## src/include/dcr_pkg.sv

```systemverilog
// Constants and types for the downconverter configuration register bank
package dcr_pkg;

    ////////////////////////////////////////////////////////////////////
    // Register indices; byte address is four times the index
    localparam logic [9:0] IDX_CH2_PHASE_LO  = 10'h360;
    localparam logic [9:0] IDX_CH2_PHASE_HI  = 10'h361;
    localparam logic [9:0] IDX_CH2_TEST_SEL  = 10'h367;
    localparam logic [9:0] IDX_CH3_CONTROL   = 10'h370;
    localparam logic [9:0] IDX_CH3_INPUT_SEL = 10'h371;
    localparam logic [9:0] IDX_CH3_TUNE_LO   = 10'h374;
    localparam logic [9:0] IDX_CH3_TUNE_HI   = 10'h375;
    localparam logic [9:0] IDX_CH3_PHASE_LO  = 10'h380;
    localparam logic [9:0] IDX_CH3_PHASE_HI  = 10'h381;

    ////////////////////////////////////////////////////////////////////
    // Reset value and writable-bit masks
    localparam logic [7:0] REG_RESET   = 8'h00;
    localparam logic [7:0] MASK_FULL   = 8'hFF;
    localparam logic [7:0] MASK_NIBBLE = 8'h0F;
    localparam logic [7:0] MASK_TEST   = 8'h05;
    localparam logic [7:0] MASK_CTRL   = 8'hFB;
    localparam logic [7:0] MASK_INSEL  = 8'h05;

    ////////////////////////////////////////////////////////////////////
    // Field positions
    localparam int CTL_MIXER  = 7;
    localparam int CTL_GAIN   = 6;
    localparam int CTL_IF_HI  = 5;
    localparam int CTL_IF_LO  = 4;
    localparam int CTL_C2R    = 3;
    localparam int CTL_DEC_HI = 1;
    localparam int CTL_DEC_LO = 0;
    localparam int SEL_I_BIT  = 0;
    localparam int SEL_Q_BIT  = 2;
    localparam int TEST_I_BIT = 0;
    localparam int TEST_Q_BIT = 2;

    ////////////////////////////////////////////////////////////////////
    // IF mode and decimation field codes
    localparam logic [1:0] IF_VARIABLE = 2'h0;
    localparam logic [1:0] IF_ZERO     = 2'h1;
    localparam logic [1:0] IF_QUARTER  = 2'h2;
    localparam logic [1:0] IF_TEST_FS  = 2'h3;
    localparam logic [1:0] DEC_CODE_A  = 2'h3;
    localparam logic [1:0] DEC_CODE_B  = 2'h0;
    localparam logic [1:0] DEC_CODE_C  = 2'h1;
    localparam logic [1:0] DEC_CODE_D  = 2'h2;
    localparam logic [4:0] DEC_BY_1    = 5'h01;
    localparam logic [4:0] DEC_BY_2    = 5'h02;
    localparam logic [4:0] DEC_BY_4    = 5'h04;
    localparam logic [4:0] DEC_BY_8    = 5'h08;
    localparam logic [4:0] DEC_BY_16   = 5'h10;

    ////////////////////////////////////////////////////////////////////
    // Decoded channel settings
    typedef struct packed {
        logic [11:0] phase_offset_word;
        logic        i_test_en;
        logic        q_test_en;
    } dcr_ch2_cfg_t;

    typedef struct packed {
        logic [11:0] phase_offset_word;
        logic [11:0] frequency_tuning_word;
        logic        complex_mixer;
        logic        gain_6db;
        logic        mixer_en;
        logic        oscillator_en;
        logic        force_full_scale;
        logic        quarter_rate_mix;
        logic        c2r_en;
        logic [4:0]  decim_ratio;
        logic        i_from_second;
        logic        q_from_second;
    } dcr_ch3_cfg_t;

endpackage
```

## src/hw/dcr_reg8.sv

```systemverilog
// One 8-bit configuration register with a writable-bit mask
`timescale 1ns/10ps
module dcr_reg8
    import dcr_pkg::*;
#(
    parameter logic [7:0] WMASK = 8'hFF
)
(
    input  wire logic       clk,      // System clock
    input  wire logic       rst_n,    // Synchronous reset, low
    input  wire logic       wr_en,    // Write strobe
    input  wire logic [7:0] wr_data,  // Write data
    output logic      [7:0] q         // Stored value
);

    logic [7:0] val_q;
    logic [7:0] val_d;

    // Masked bits stay zero whatever is written
    always_comb
    begin
        val_d = val_q;
        if (wr_en)
        begin
            val_d = wr_data & WMASK;
        end
    end

    // Register with reset to all zeros
    always_ff @(posedge clk)
    begin
        if (!rst_n)
        begin
            val_q <= REG_RESET;
        end
        else
        begin
            val_q <= val_d;
        end
    end

    assign q = val_q;

endmodule

```

## src/hw/dcr_regs.sv

```systemverilog
// Downconverter configuration register bank on a Wishbone slave
//
// Design decision made here: the Wishbone register port.
`timescale 1ns/10ps
module dcr_regs
    import dcr_pkg::*;
(
    input  wire logic        REF_CLK,  // 200 MHz clock
    input  wire logic        RESETN,   // Synchronous reset, low
    input  wire logic        CYC_I,    // Bus cycle
    input  wire logic        STB_I,    // Strobe
    input  wire logic        WE_I,     // Write enable
    input  wire logic [11:0] ADR_I,    // Byte address
    input  wire logic [3:0]  SEL_I,    // Byte lanes
    input  wire logic [31:0] DAT_I,    // Write data
    output logic      [31:0] DAT_O,    // Read data
    output logic             ACK_O,    // Acknowledge
    output dcr_ch2_cfg_t     CH2_CFG,  // Second channel settings
    output dcr_ch3_cfg_t     CH3_CFG   // Third channel settings
);

    ////////////////////////////////////////////////////////////////////
    // Bus request decode

    logic [9:0] word_idx;
    logic       req;
    logic       take;
    logic       wr_lane0;
    logic       ack_q;
    logic       ack_d;
    logic [31:0] dat_q;
    logic [31:0] dat_d;

    // Word index from the byte address
    // Byte lanes 1 to 3 and address bits 1:0 are not decoded
    assign word_idx = ADR_I[11:2];

    // A request is taken once, on the edge that raises ack
    // Gating on ack_q keeps a held strobe from writing twice
    assign req  = CYC_I & STB_I;
    assign take = req & ~ack_q;

    // Registers live in lane 0 only
    assign wr_lane0 = take & WE_I & SEL_I[0];

    ////////////////////////////////////////////////////////////////////
    // Per-register write strobes

    logic we_ch2_ph_lo;
    logic we_ch2_ph_hi;
    logic we_ch2_test;
    logic we_ch3_ctrl;
    logic we_ch3_insel;
    logic we_ch3_tu_lo;
    logic we_ch3_tu_hi;
    logic we_ch3_ph_lo;
    logic we_ch3_ph_hi;

    // Address match per register; unmapped writes are dropped
    // Unmapped writes are still acked so the master never stalls
    assign we_ch2_ph_lo = wr_lane0 & (word_idx == IDX_CH2_PHASE_LO);
    assign we_ch2_ph_hi = wr_lane0 & (word_idx == IDX_CH2_PHASE_HI);
    assign we_ch2_test  = wr_lane0 & (word_idx == IDX_CH2_TEST_SEL);
    assign we_ch3_ctrl  = wr_lane0 & (word_idx == IDX_CH3_CONTROL);
    assign we_ch3_insel = wr_lane0 & (word_idx == IDX_CH3_INPUT_SEL);
    assign we_ch3_tu_lo = wr_lane0 & (word_idx == IDX_CH3_TUNE_LO);
    assign we_ch3_tu_hi = wr_lane0 & (word_idx == IDX_CH3_TUNE_HI);
    assign we_ch3_ph_lo = wr_lane0 & (word_idx == IDX_CH3_PHASE_LO);
    assign we_ch3_ph_hi = wr_lane0 & (word_idx == IDX_CH3_PHASE_HI);

    ////////////////////////////////////////////////////////////////////
    // Register storage
    // Each byte has its own writable-bit mask; fixed bits stay zero

    logic [7:0] ch2_phase_offset_low;
    logic [7:0] ch2_phase_offset_high;
    logic [7:0] ch2_output_test_select;
    logic [7:0] ch3_control;
    logic [7:0] ch3_input_select;
    logic [7:0] ch3_tuning_low;
    logic [7:0] ch3_tuning_high;
    logic [7:0] ch3_phase_offset_low;
    logic [7:0] ch3_phase_offset_high;

    // Second channel phase offset, low byte
    dcr_reg8 #(.WMASK(MASK_FULL)) u_ch2_ph_lo
    (
        .clk     (REF_CLK),
        .rst_n   (RESETN),
        .wr_en   (we_ch2_ph_lo),
        .wr_data (DAT_I[7:0]),
        .q       (ch2_phase_offset_low)
    );

    // Second channel phase offset, high nibble
    dcr_reg8 #(.WMASK(MASK_NIBBLE)) u_ch2_ph_hi
    (
        .clk     (REF_CLK),
        .rst_n   (RESETN),
        .wr_en   (we_ch2_ph_hi),
        .wr_data (DAT_I[7:0]),
        .q       (ch2_phase_offset_high)
    );

    // Second channel output test enables
    dcr_reg8 #(.WMASK(MASK_TEST)) u_ch2_test
    (
        .clk     (REF_CLK),
        .rst_n   (RESETN),
        .wr_en   (we_ch2_test),
        .wr_data (DAT_I[7:0]),
        .q       (ch2_output_test_select)
    );

    // Third channel control
    dcr_reg8 #(.WMASK(MASK_CTRL)) u_ch3_ctrl
    (
        .clk     (REF_CLK),
        .rst_n   (RESETN),
        .wr_en   (we_ch3_ctrl),
        .wr_data (DAT_I[7:0]),
        .q       (ch3_control)
    );

    // Third channel input selection
    dcr_reg8 #(.WMASK(MASK_INSEL)) u_ch3_insel
    (
        .clk     (REF_CLK),
        .rst_n   (RESETN),
        .wr_en   (we_ch3_insel),
        .wr_data (DAT_I[7:0]),
        .q       (ch3_input_select)
    );

    // Third channel tuning word, low byte
    dcr_reg8 #(.WMASK(MASK_FULL)) u_ch3_tu_lo
    (
        .clk     (REF_CLK),
        .rst_n   (RESETN),
        .wr_en   (we_ch3_tu_lo),
        .wr_data (DAT_I[7:0]),
        .q       (ch3_tuning_low)
    );

    // Third channel tuning word, high nibble
    dcr_reg8 #(.WMASK(MASK_NIBBLE)) u_ch3_tu_hi
    (
        .clk     (REF_CLK),
        .rst_n   (RESETN),
        .wr_en   (we_ch3_tu_hi),
        .wr_data (DAT_I[7:0]),
        .q       (ch3_tuning_high)
    );

    // Third channel phase offset, low byte
    dcr_reg8 #(.WMASK(MASK_FULL)) u_ch3_ph_lo
    (
        .clk     (REF_CLK),
        .rst_n   (RESETN),
        .wr_en   (we_ch3_ph_lo),
        .wr_data (DAT_I[7:0]),
        .q       (ch3_phase_offset_low)
    );

    // Third channel phase offset, high nibble
    dcr_reg8 #(.WMASK(MASK_NIBBLE)) u_ch3_ph_hi
    (
        .clk     (REF_CLK),
        .rst_n   (RESETN),
        .wr_en   (we_ch3_ph_hi),
        .wr_data (DAT_I[7:0]),
        .q       (ch3_phase_offset_high)
    );

    ////////////////////////////////////////////////////////////////////
    // Read mux and acknowledge

    logic [7:0] rd_byte;

    // Unmapped addresses read as zero
    // Read data is registered so DAT_O comes from a flip-flop
    always_comb
    begin
        unique case (word_idx)
            IDX_CH2_PHASE_LO:  rd_byte = ch2_phase_offset_low;
            IDX_CH2_PHASE_HI:  rd_byte = ch2_phase_offset_high;
            IDX_CH2_TEST_SEL:  rd_byte = ch2_output_test_select;
            IDX_CH3_CONTROL:   rd_byte = ch3_control;
            IDX_CH3_INPUT_SEL: rd_byte = ch3_input_select;
            IDX_CH3_TUNE_LO:   rd_byte = ch3_tuning_low;
            IDX_CH3_TUNE_HI:   rd_byte = ch3_tuning_high;
            IDX_CH3_PHASE_LO:  rd_byte = ch3_phase_offset_low;
            IDX_CH3_PHASE_HI:  rd_byte = ch3_phase_offset_high;
            default:           rd_byte = 8'h00;
        endcase
    end

    // Ack one cycle after the request, then drop for one cycle
    always_comb
    begin
        ack_d = take;
        dat_d = dat_q;
        if (take && !WE_I)
        begin
            dat_d = {24'h000000, rd_byte};
        end
        else if (take)
        begin
            dat_d = 32'h00000000;
        end
    end

    // Bus answer registers
    // ack_q also blocks the next take for one cycle
    always_ff @(posedge REF_CLK)
    begin
        if (!RESETN)
        begin
            ack_q <= 1'b0;
            dat_q <= 32'h00000000;
        end
        else
        begin
            ack_q <= ack_d;
            dat_q <= dat_d;
        end
    end

    assign ACK_O = ack_q;
    assign DAT_O = dat_q;

    ////////////////////////////////////////////////////////////////////
    // Decode of the register fields into channel settings
    // Settings lag the register contents by one clock

    dcr_ch2_cfg_t ch2_q;
    dcr_ch2_cfg_t ch2_d;
    dcr_ch3_cfg_t ch3_q;
    dcr_ch3_cfg_t ch3_d;
    logic [1:0]   if_mode;
    logic [1:0]   dec_code;

    assign if_mode  = ch3_control[CTL_IF_HI:CTL_IF_LO];
    assign dec_code = ch3_control[CTL_DEC_HI:CTL_DEC_LO];

    // Second channel: phase word and output test enables
    always_comb
    begin
        ch2_d = ch2_q;
        ch2_d.phase_offset_word = {ch2_phase_offset_high[3:0],
                                   ch2_phase_offset_low};
        ch2_d.i_test_en = ch2_output_test_select[TEST_I_BIT];
        ch2_d.q_test_en = ch2_output_test_select[TEST_Q_BIT];
    end

    // Third channel: words, mixer, gain and input routing
    always_comb
    begin
        ch3_d = ch3_q;
        ch3_d.phase_offset_word = {ch3_phase_offset_high[3:0],
                                   ch3_phase_offset_low};
        ch3_d.frequency_tuning_word = {ch3_tuning_high[3:0],
                                       ch3_tuning_low};
        ch3_d.complex_mixer = ch3_control[CTL_MIXER];
        ch3_d.gain_6db      = ch3_control[CTL_GAIN];
        ch3_d.c2r_en        = ch3_control[CTL_C2R];
        ch3_d.i_from_second = ch3_input_select[SEL_I_BIT];
        ch3_d.q_from_second = ch3_input_select[SEL_Q_BIT];

        // IF mode sets mixer path and oscillator state
        // Quarter-rate mixing needs no oscillator, so it is switched off
        unique case (if_mode)
            IF_VARIABLE:
            begin
                ch3_d.mixer_en         = 1'b1;
                ch3_d.oscillator_en    = 1'b1;
                ch3_d.force_full_scale = 1'b0;
                ch3_d.quarter_rate_mix = 1'b0;
            end
            IF_ZERO:
            begin
                ch3_d.mixer_en         = 1'b0;
                ch3_d.oscillator_en    = 1'b0;
                ch3_d.force_full_scale = 1'b0;
                ch3_d.quarter_rate_mix = 1'b0;
            end
            IF_QUARTER:
            begin
                ch3_d.mixer_en         = 1'b1;
                ch3_d.oscillator_en    = 1'b0;
                ch3_d.force_full_scale = 1'b0;
                ch3_d.quarter_rate_mix = 1'b1;
            end
            IF_TEST_FS:
            begin
                ch3_d.mixer_en         = 1'b1;
                ch3_d.oscillator_en    = 1'b1;
                ch3_d.force_full_scale = 1'b1;
                ch3_d.quarter_rate_mix = 1'b0;
            end
        endcase

        // Decimation ratio halves when complex-to-real is on
        unique case (dec_code)
            DEC_CODE_A:
                ch3_d.decim_ratio = ch3_control[CTL_C2R] ? DEC_BY_1
                                                          : DEC_BY_2;
            DEC_CODE_B:
                ch3_d.decim_ratio = ch3_control[CTL_C2R] ? DEC_BY_2
                                                          : DEC_BY_4;
            DEC_CODE_C:
                ch3_d.decim_ratio = ch3_control[CTL_C2R] ? DEC_BY_4
                                                          : DEC_BY_8;
            DEC_CODE_D:
                ch3_d.decim_ratio = ch3_control[CTL_C2R] ? DEC_BY_8
                                                          : DEC_BY_16;
        endcase
    end

    ////////////////////////////////////////////////////////////////////
    // Registered settings outputs

    // Reset state matches the all-zero registers decoded
    // Variable IF and decimate by four follow from all-zero fields
    always_ff @(posedge REF_CLK)
    begin
        if (!RESETN)
        begin
            ch2_q <= '0;
            ch3_q <= '0;
            ch3_q.mixer_en      <= 1'b1;
            ch3_q.oscillator_en <= 1'b1;
            ch3_q.decim_ratio   <= DEC_BY_4;
        end
        else
        begin
            ch2_q <= ch2_d;
            ch3_q <= ch3_d;
        end
    end

    assign CH2_CFG = ch2_q;
    assign CH3_CFG = ch3_q;

endmodule

```

## config.mk

```make
export PLATFORM = sky130hd
export DESIGN_NAME = dcr_regs
export DESIGN_NICKNAME = d
export VERILOG_FILES = /design/src/include/dcr_pkg.sv /design/src/hw/dcr_reg8.sv /design/src/hw/dcr_regs.sv
export SDC_FILE = /design/constraint.sdc
export NUM_CORES = 1
export LEC_CHECK = 0
export BUFFER_PORTS_ARGS = -buffer_cell sky130_fd_sc_hd__buf_2
export CAP_MARGIN = 10
export CORE_ASPECT_RATIO = 0.7
export CORE_MARGIN = 1
export CORE_UTILIZATION = 42
export CTS_CLUSTER_DIAMETER = 50
export DETAILED_ROUTE_END_ITERATION = 8
export PLACE_DENSITY_LB_ADDON = 0.2
export SLEW_MARGIN = 0
export SYNTH_ARGS = -nofsm -noshare
export SYNTH_HDL_FRONTEND = slang
export SYNTH_SLANG_ARGS = --single-unit
```

## constraint.sdc

```tcl
create_clock -name REF_CLK -period 3 [get_ports REF_CLK]
set_clock_uncertainty 0.1 [all_clocks]
set_input_delay 0.3 -clock REF_CLK [delete_from_list [all_inputs] [get_ports REF_CLK]]
set_output_delay 0.3 -clock REF_CLK [all_outputs]
set_load 0.01 [all_outputs]
```

==> results.py <==
metrics = {
    "min_path": {
        "worstHoldPathType": "in2reg",
        "worstHoldStart": "DAT_I[5]",
    },
    "timing": {
        "timing_worst_slew_pin_value_ns": 0.7006,
        "timing_max_transition_violations_final": 0,
        "setup_repair_after_global_routing_missed_its_margin": "no",
        "final-hold-violation-count": 0,
        "final.setup.tns_ns": 0,
        "slew_headroom_pct": 53.29,
        "finalWorstPathRequiredPeriod_ns": 2.201,
        "achievable-frequency_ghz": 0.4543,
        "finalCritPeriodShare_pct": 73.38,
        "setup-violations-final": 0,
    },
    "critical_path": {
        "data_arrival_time_of_the_critical_path_ns": 2.34,
        "path_delay_family": "simple AND/OR/NAND/NOR gates",
        "timing.critical_path.cells": "and3b_1 > and3_1 > nand4_1 > nand2_1 > a21boi_1",
        "required_ns": 3.14,
        "worst_setup_path_startpoint": "ACK_O",
        "worstPathBufferInverterCount": 0,
        "reg2reg_from": "ACK_O",
        "setup_cp_type": "reg2reg",
        "cpPeakStageDelay_ns": 0.64,
        "setup.worst_path.start_class": "flip-flop",
        "critical_path_capture_point_type": "flip-flop",
        "crit_path_max_fanout": 17,
        "slowest_stage": "sky130_fd_sc_hd__and3_1",
    },
    "yosys": {
        "dominantRegCellSynth": "sky130_fd_sc_hd__dfxtp_1",
        "synth_top_cell_area_share_pct": 49.22,
        "synth-async-reset-ratio_pct": 0,
        "synth.most_common_cell": "sky130_fd_sc_hd__dfxtp_1",
        "syn_inst": 436,
        "count_of_state_elements_after_synthesis": 108,
        "synthTopCellsByArea": "sky130_fd_sc_hd__dfxtp_1, sky130_fd_sc_hd__mux2i_1, sky130_fd_sc_hd__and2_1",
        "syn_avg_cell_area_um2": 10.08,
        "synth.cells.most_frequent": "sky130_fd_sc_hd__dfxtp_1, sky130_fd_sc_hd__and2_1, sky130_fd_sc_hd__nor2b_1",
        "post-synth-top-area-cell": "sky130_fd_sc_hd__dfxtp_1",
        "ys_seq_area_share_pct": 49.22,
        "synthesis.yosys.warnings": 0,
        "ys_types": 44,
        "syn_area_mm2": 0.004393,
        "synth_edf_count": 0,
    },
    "drt": {
        "first_iter_violations": 176,
        "detailedRoute.firstPassIterationCount": 4,
        "drc": 0,
        "route.antenna.remaining_nets": 0,
        "dr_total_vias": 3135,
        "wirelength_mm": 9.443,
        "post_drt_via_cell_ratio": 4.937,
        "routedWlPerCell_um": 14.87,
    },
    "floorplan": {
        "fp.dieH_um": 87.57,
        "chipWidth_um": 124.2,
        "die_footprint_mm2": 0.01088,
        "num_rows": 30,
        "ios": 138,
        "core-area_mm2": 0.009910,
        "initial_core_utilization_pct": 44.33,
    },
    "global_routing": {
        "vias_in_the_first_global_route": 2904,
        "largest_net_degree_at_the_start_of_global_routing": 64,
        "gr-max-usage-layer": "met2",
        "grt_use_met1_pct": 24.11,
        "grt.total_usage_pct": 17.80,
        "grt.met2_usage_pct": 26.87,
        "grt_first_pass_wirelength_mm": 14.95,
        "overflow": 0,
        "groute.layer.met3.usage_pct": 5.987,
        "number_of_antenna_violations_at_the_first_check_in_global_routing": 0,
    },
    "placed_design": {
        "detailedPlacementHpwl_mm": 6.751,
        "finalWeightedCongestion": 0.8390,
        "port-buffer-count": 84,
    },
    "flow_run": {
        "max_cap_viol_count": 0,
    },
    "clock_tree": {
        "clkLatencyLatePin_ns": 0.35,
        "h-tree-depth": 3,
        "cts.hold.buffers_added": 0,
        "cts_sinks": 108,
        "cts_setup_buffers": 0,
        "tritoncts.num_buffers": 9,
        "path_clk_slew_ns": 0.07,
        "cts_repair_resize_count": 0,
        "clock_tree.root_cell": "sky130_fd_sc_hd__clkbuf_16",
        "max-clock-path-buffers": 2,
        "tritoncts_clock_tree": "done",
    },
    "cells_and_area": {
        "layout.nets": 558,
        "post_route_cells_drive_above_1_share_pct": 22.29,
        "syn2layout_area_growth_pct": 14.75,
        "num_antenna_cells": 0,
    },
    "power": {
        "power.leakage_nw": 2.218,
        "power_density_mw_per_mm2": 536.0,
        "power.total_mw": 2.702,
        "max-vdd-ir-drop_uv": 316.9,
    },
    "outcome": {
        "run_status": "completed",
    },
}
-- final timing paths --
check | endpoint | slack [ns] | depth (start not counted)
setup / recovery | u_ch3_tu_lo.q[6] | 0.80 | 5
hold / removal | u_ch3_tu_lo.q[5] | 0.15 | 3
setup reg to reg | u_ch3_tu_lo.q[6] | 0.80 | 5
hold reg to reg | DAT_O[7] | 0.35 | 2
-- report_power, final --
group	internal (mW)	leakage, nW	total [mW]	switching, mW
logic	0.0330	1.21	0.108	0.0746
registers	1.43	0.870	1.43	0.000239
clock network	0.650	0.136	1.16	0.511
-- registers in the layout, summed over array words and instances, names as in the netlist --
signal / cells
u_ch3_ph_hi.q: 4
u_ch3_ph_lo.q: 8
u_ch2_ph_lo.q: 8
DAT_O: 8
u_ch2_test.q: 2
ACK_O: 1
CH2_CFG: 14
CH3_CFG: 38
u_ch3_tu_hi.q: 4
u_ch3_insel.q: 2
u_ch3_tu_lo.q: 8
u_ch3_ctrl.q: 7
u_ch2_ph_hi.q: 4
-- cells by family after synthesis --
kind of cell / after synthesis / share of synthesized area, %
and+or+nand+nor: 171 / 24.21
DFF: 108 / 49.22
buffers and inverters: 55 / 7.491
AOI/OAI and AO/OA: 51 / 7.377
muxes: 45 / 10.37
adders and majority gates: 3 / 0.8545
xor gates and xnor gates: 2 / 0.3988
other: 1 / 0.08536
-- layer usage --
metal	part of all wire, %	vias up	wire [µm]
li1	-	1557	-
met1	49	1475	4663
met2	43	94	4074
met3	6.5	9	615
met4	0.94	0	89
met5	0	-	0
-- worst min-delay path: stages --
cell and delay (ns):
sky130_fd_sc_hd__buf_2 0.13, sky130_fd_sc_hd__nand3_1 0.07, sky130_fd_sc_hd__a21boi_1 0.06
-- through the flow --
| stage | setup slack, ns | cells | cell area [µm²] | hold WS (ns) | util, % |
|---|---|---|---|---|---|
| detailed placement | 0.7733 | 619 | 4746 | 0.3417 | 47.89 |
| floorplan | 1.302 | 459 | 4479 | 0.3367 | - |
| global route | 0.6633 | 635 | 5041 | 0.1548 | 50.87 |
| global placement | 0.8056 | 619 | 4746 | 0.3422 | 47.89 |
| CTS | 0.8407 | 635 | 5041 | 0.1471 | 50.87 |
| finish | 0.7986 | 635 | 5041 | 0.1507 | 50.87 |
-- layout make-up --
type / count / area (µm²)
clock inverters: 5 / 62.56
multi-input cells: 296 / 1988
repair buffers: 85 / 427.9
flip-flops and latches: 108 / 2162
fillers: 943 / 4868
well taps: 128 / 160.2
inverters: 2 / 7.507
clock buffers: 11 / 232.7
-- cell usage in the layout, fill, tap and decap left out, types with 2 or more instances in the layout --
cell type                    Yosys  routed
sky130_fd_sc_hd__nand3_1        11      11
sky130_fd_sc_hd__mux2_2          4       4
sky130_fd_sc_hd__nor2b_1        42      42
sky130_fd_sc_hd__conb_1          1      24
sky130_fd_sc_hd__and4_1          3       3
sky130_fd_sc_hd__nand2b_1        2       2
sky130_fd_sc_hd__and4bb_2        2       2
sky130_fd_sc_hd__nor2_1          4       4
sky130_fd_sc_hd__clkinv_4        0       2
sky130_fd_sc_hd__o21ai_0         6       6
sky130_fd_sc_hd__clkbuf_1       17       2
sky130_fd_sc_hd__and3_1          5       5
sky130_fd_sc_hd__clkbuf_16       0       9
sky130_fd_sc_hd__and3b_1         3       3
sky130_fd_sc_hd__a21oi_1        13      13
sky130_fd_sc_hd__a22oi_1        10      10
sky130_fd_sc_hd__a221oi_1        2       2
sky130_fd_sc_hd__clkinvlp_4      0       2
sky130_fd_sc_hd__mux2i_1        41      41
sky130_fd_sc_hd__nand3_2         3       3
sky130_fd_sc_hd__buf_2           8      84
sky130_fd_sc_hd__o211ai_1        2       2
sky130_fd_sc_hd__a32o_1          2       2
sky130_fd_sc_hd__dfxtp_1       108     108
sky130_fd_sc_hd__nand4_1         5       5
sky130_fd_sc_hd__nand3b_1        4       4
sky130_fd_sc_hd__nor3_1          2       2
sky130_fd_sc_hd__and2_1         48      48
sky130_fd_sc_hd__inv_1           2       2
sky130_fd_sc_hd__nand2_1        28      28
sky130_fd_sc_hd__ha_1            3       3
sky130_fd_sc_hd__o21ai_1         7       7
sky130_fd_sc_hd__a21boi_1        8       8
Power figures use the tool's default switching activity.
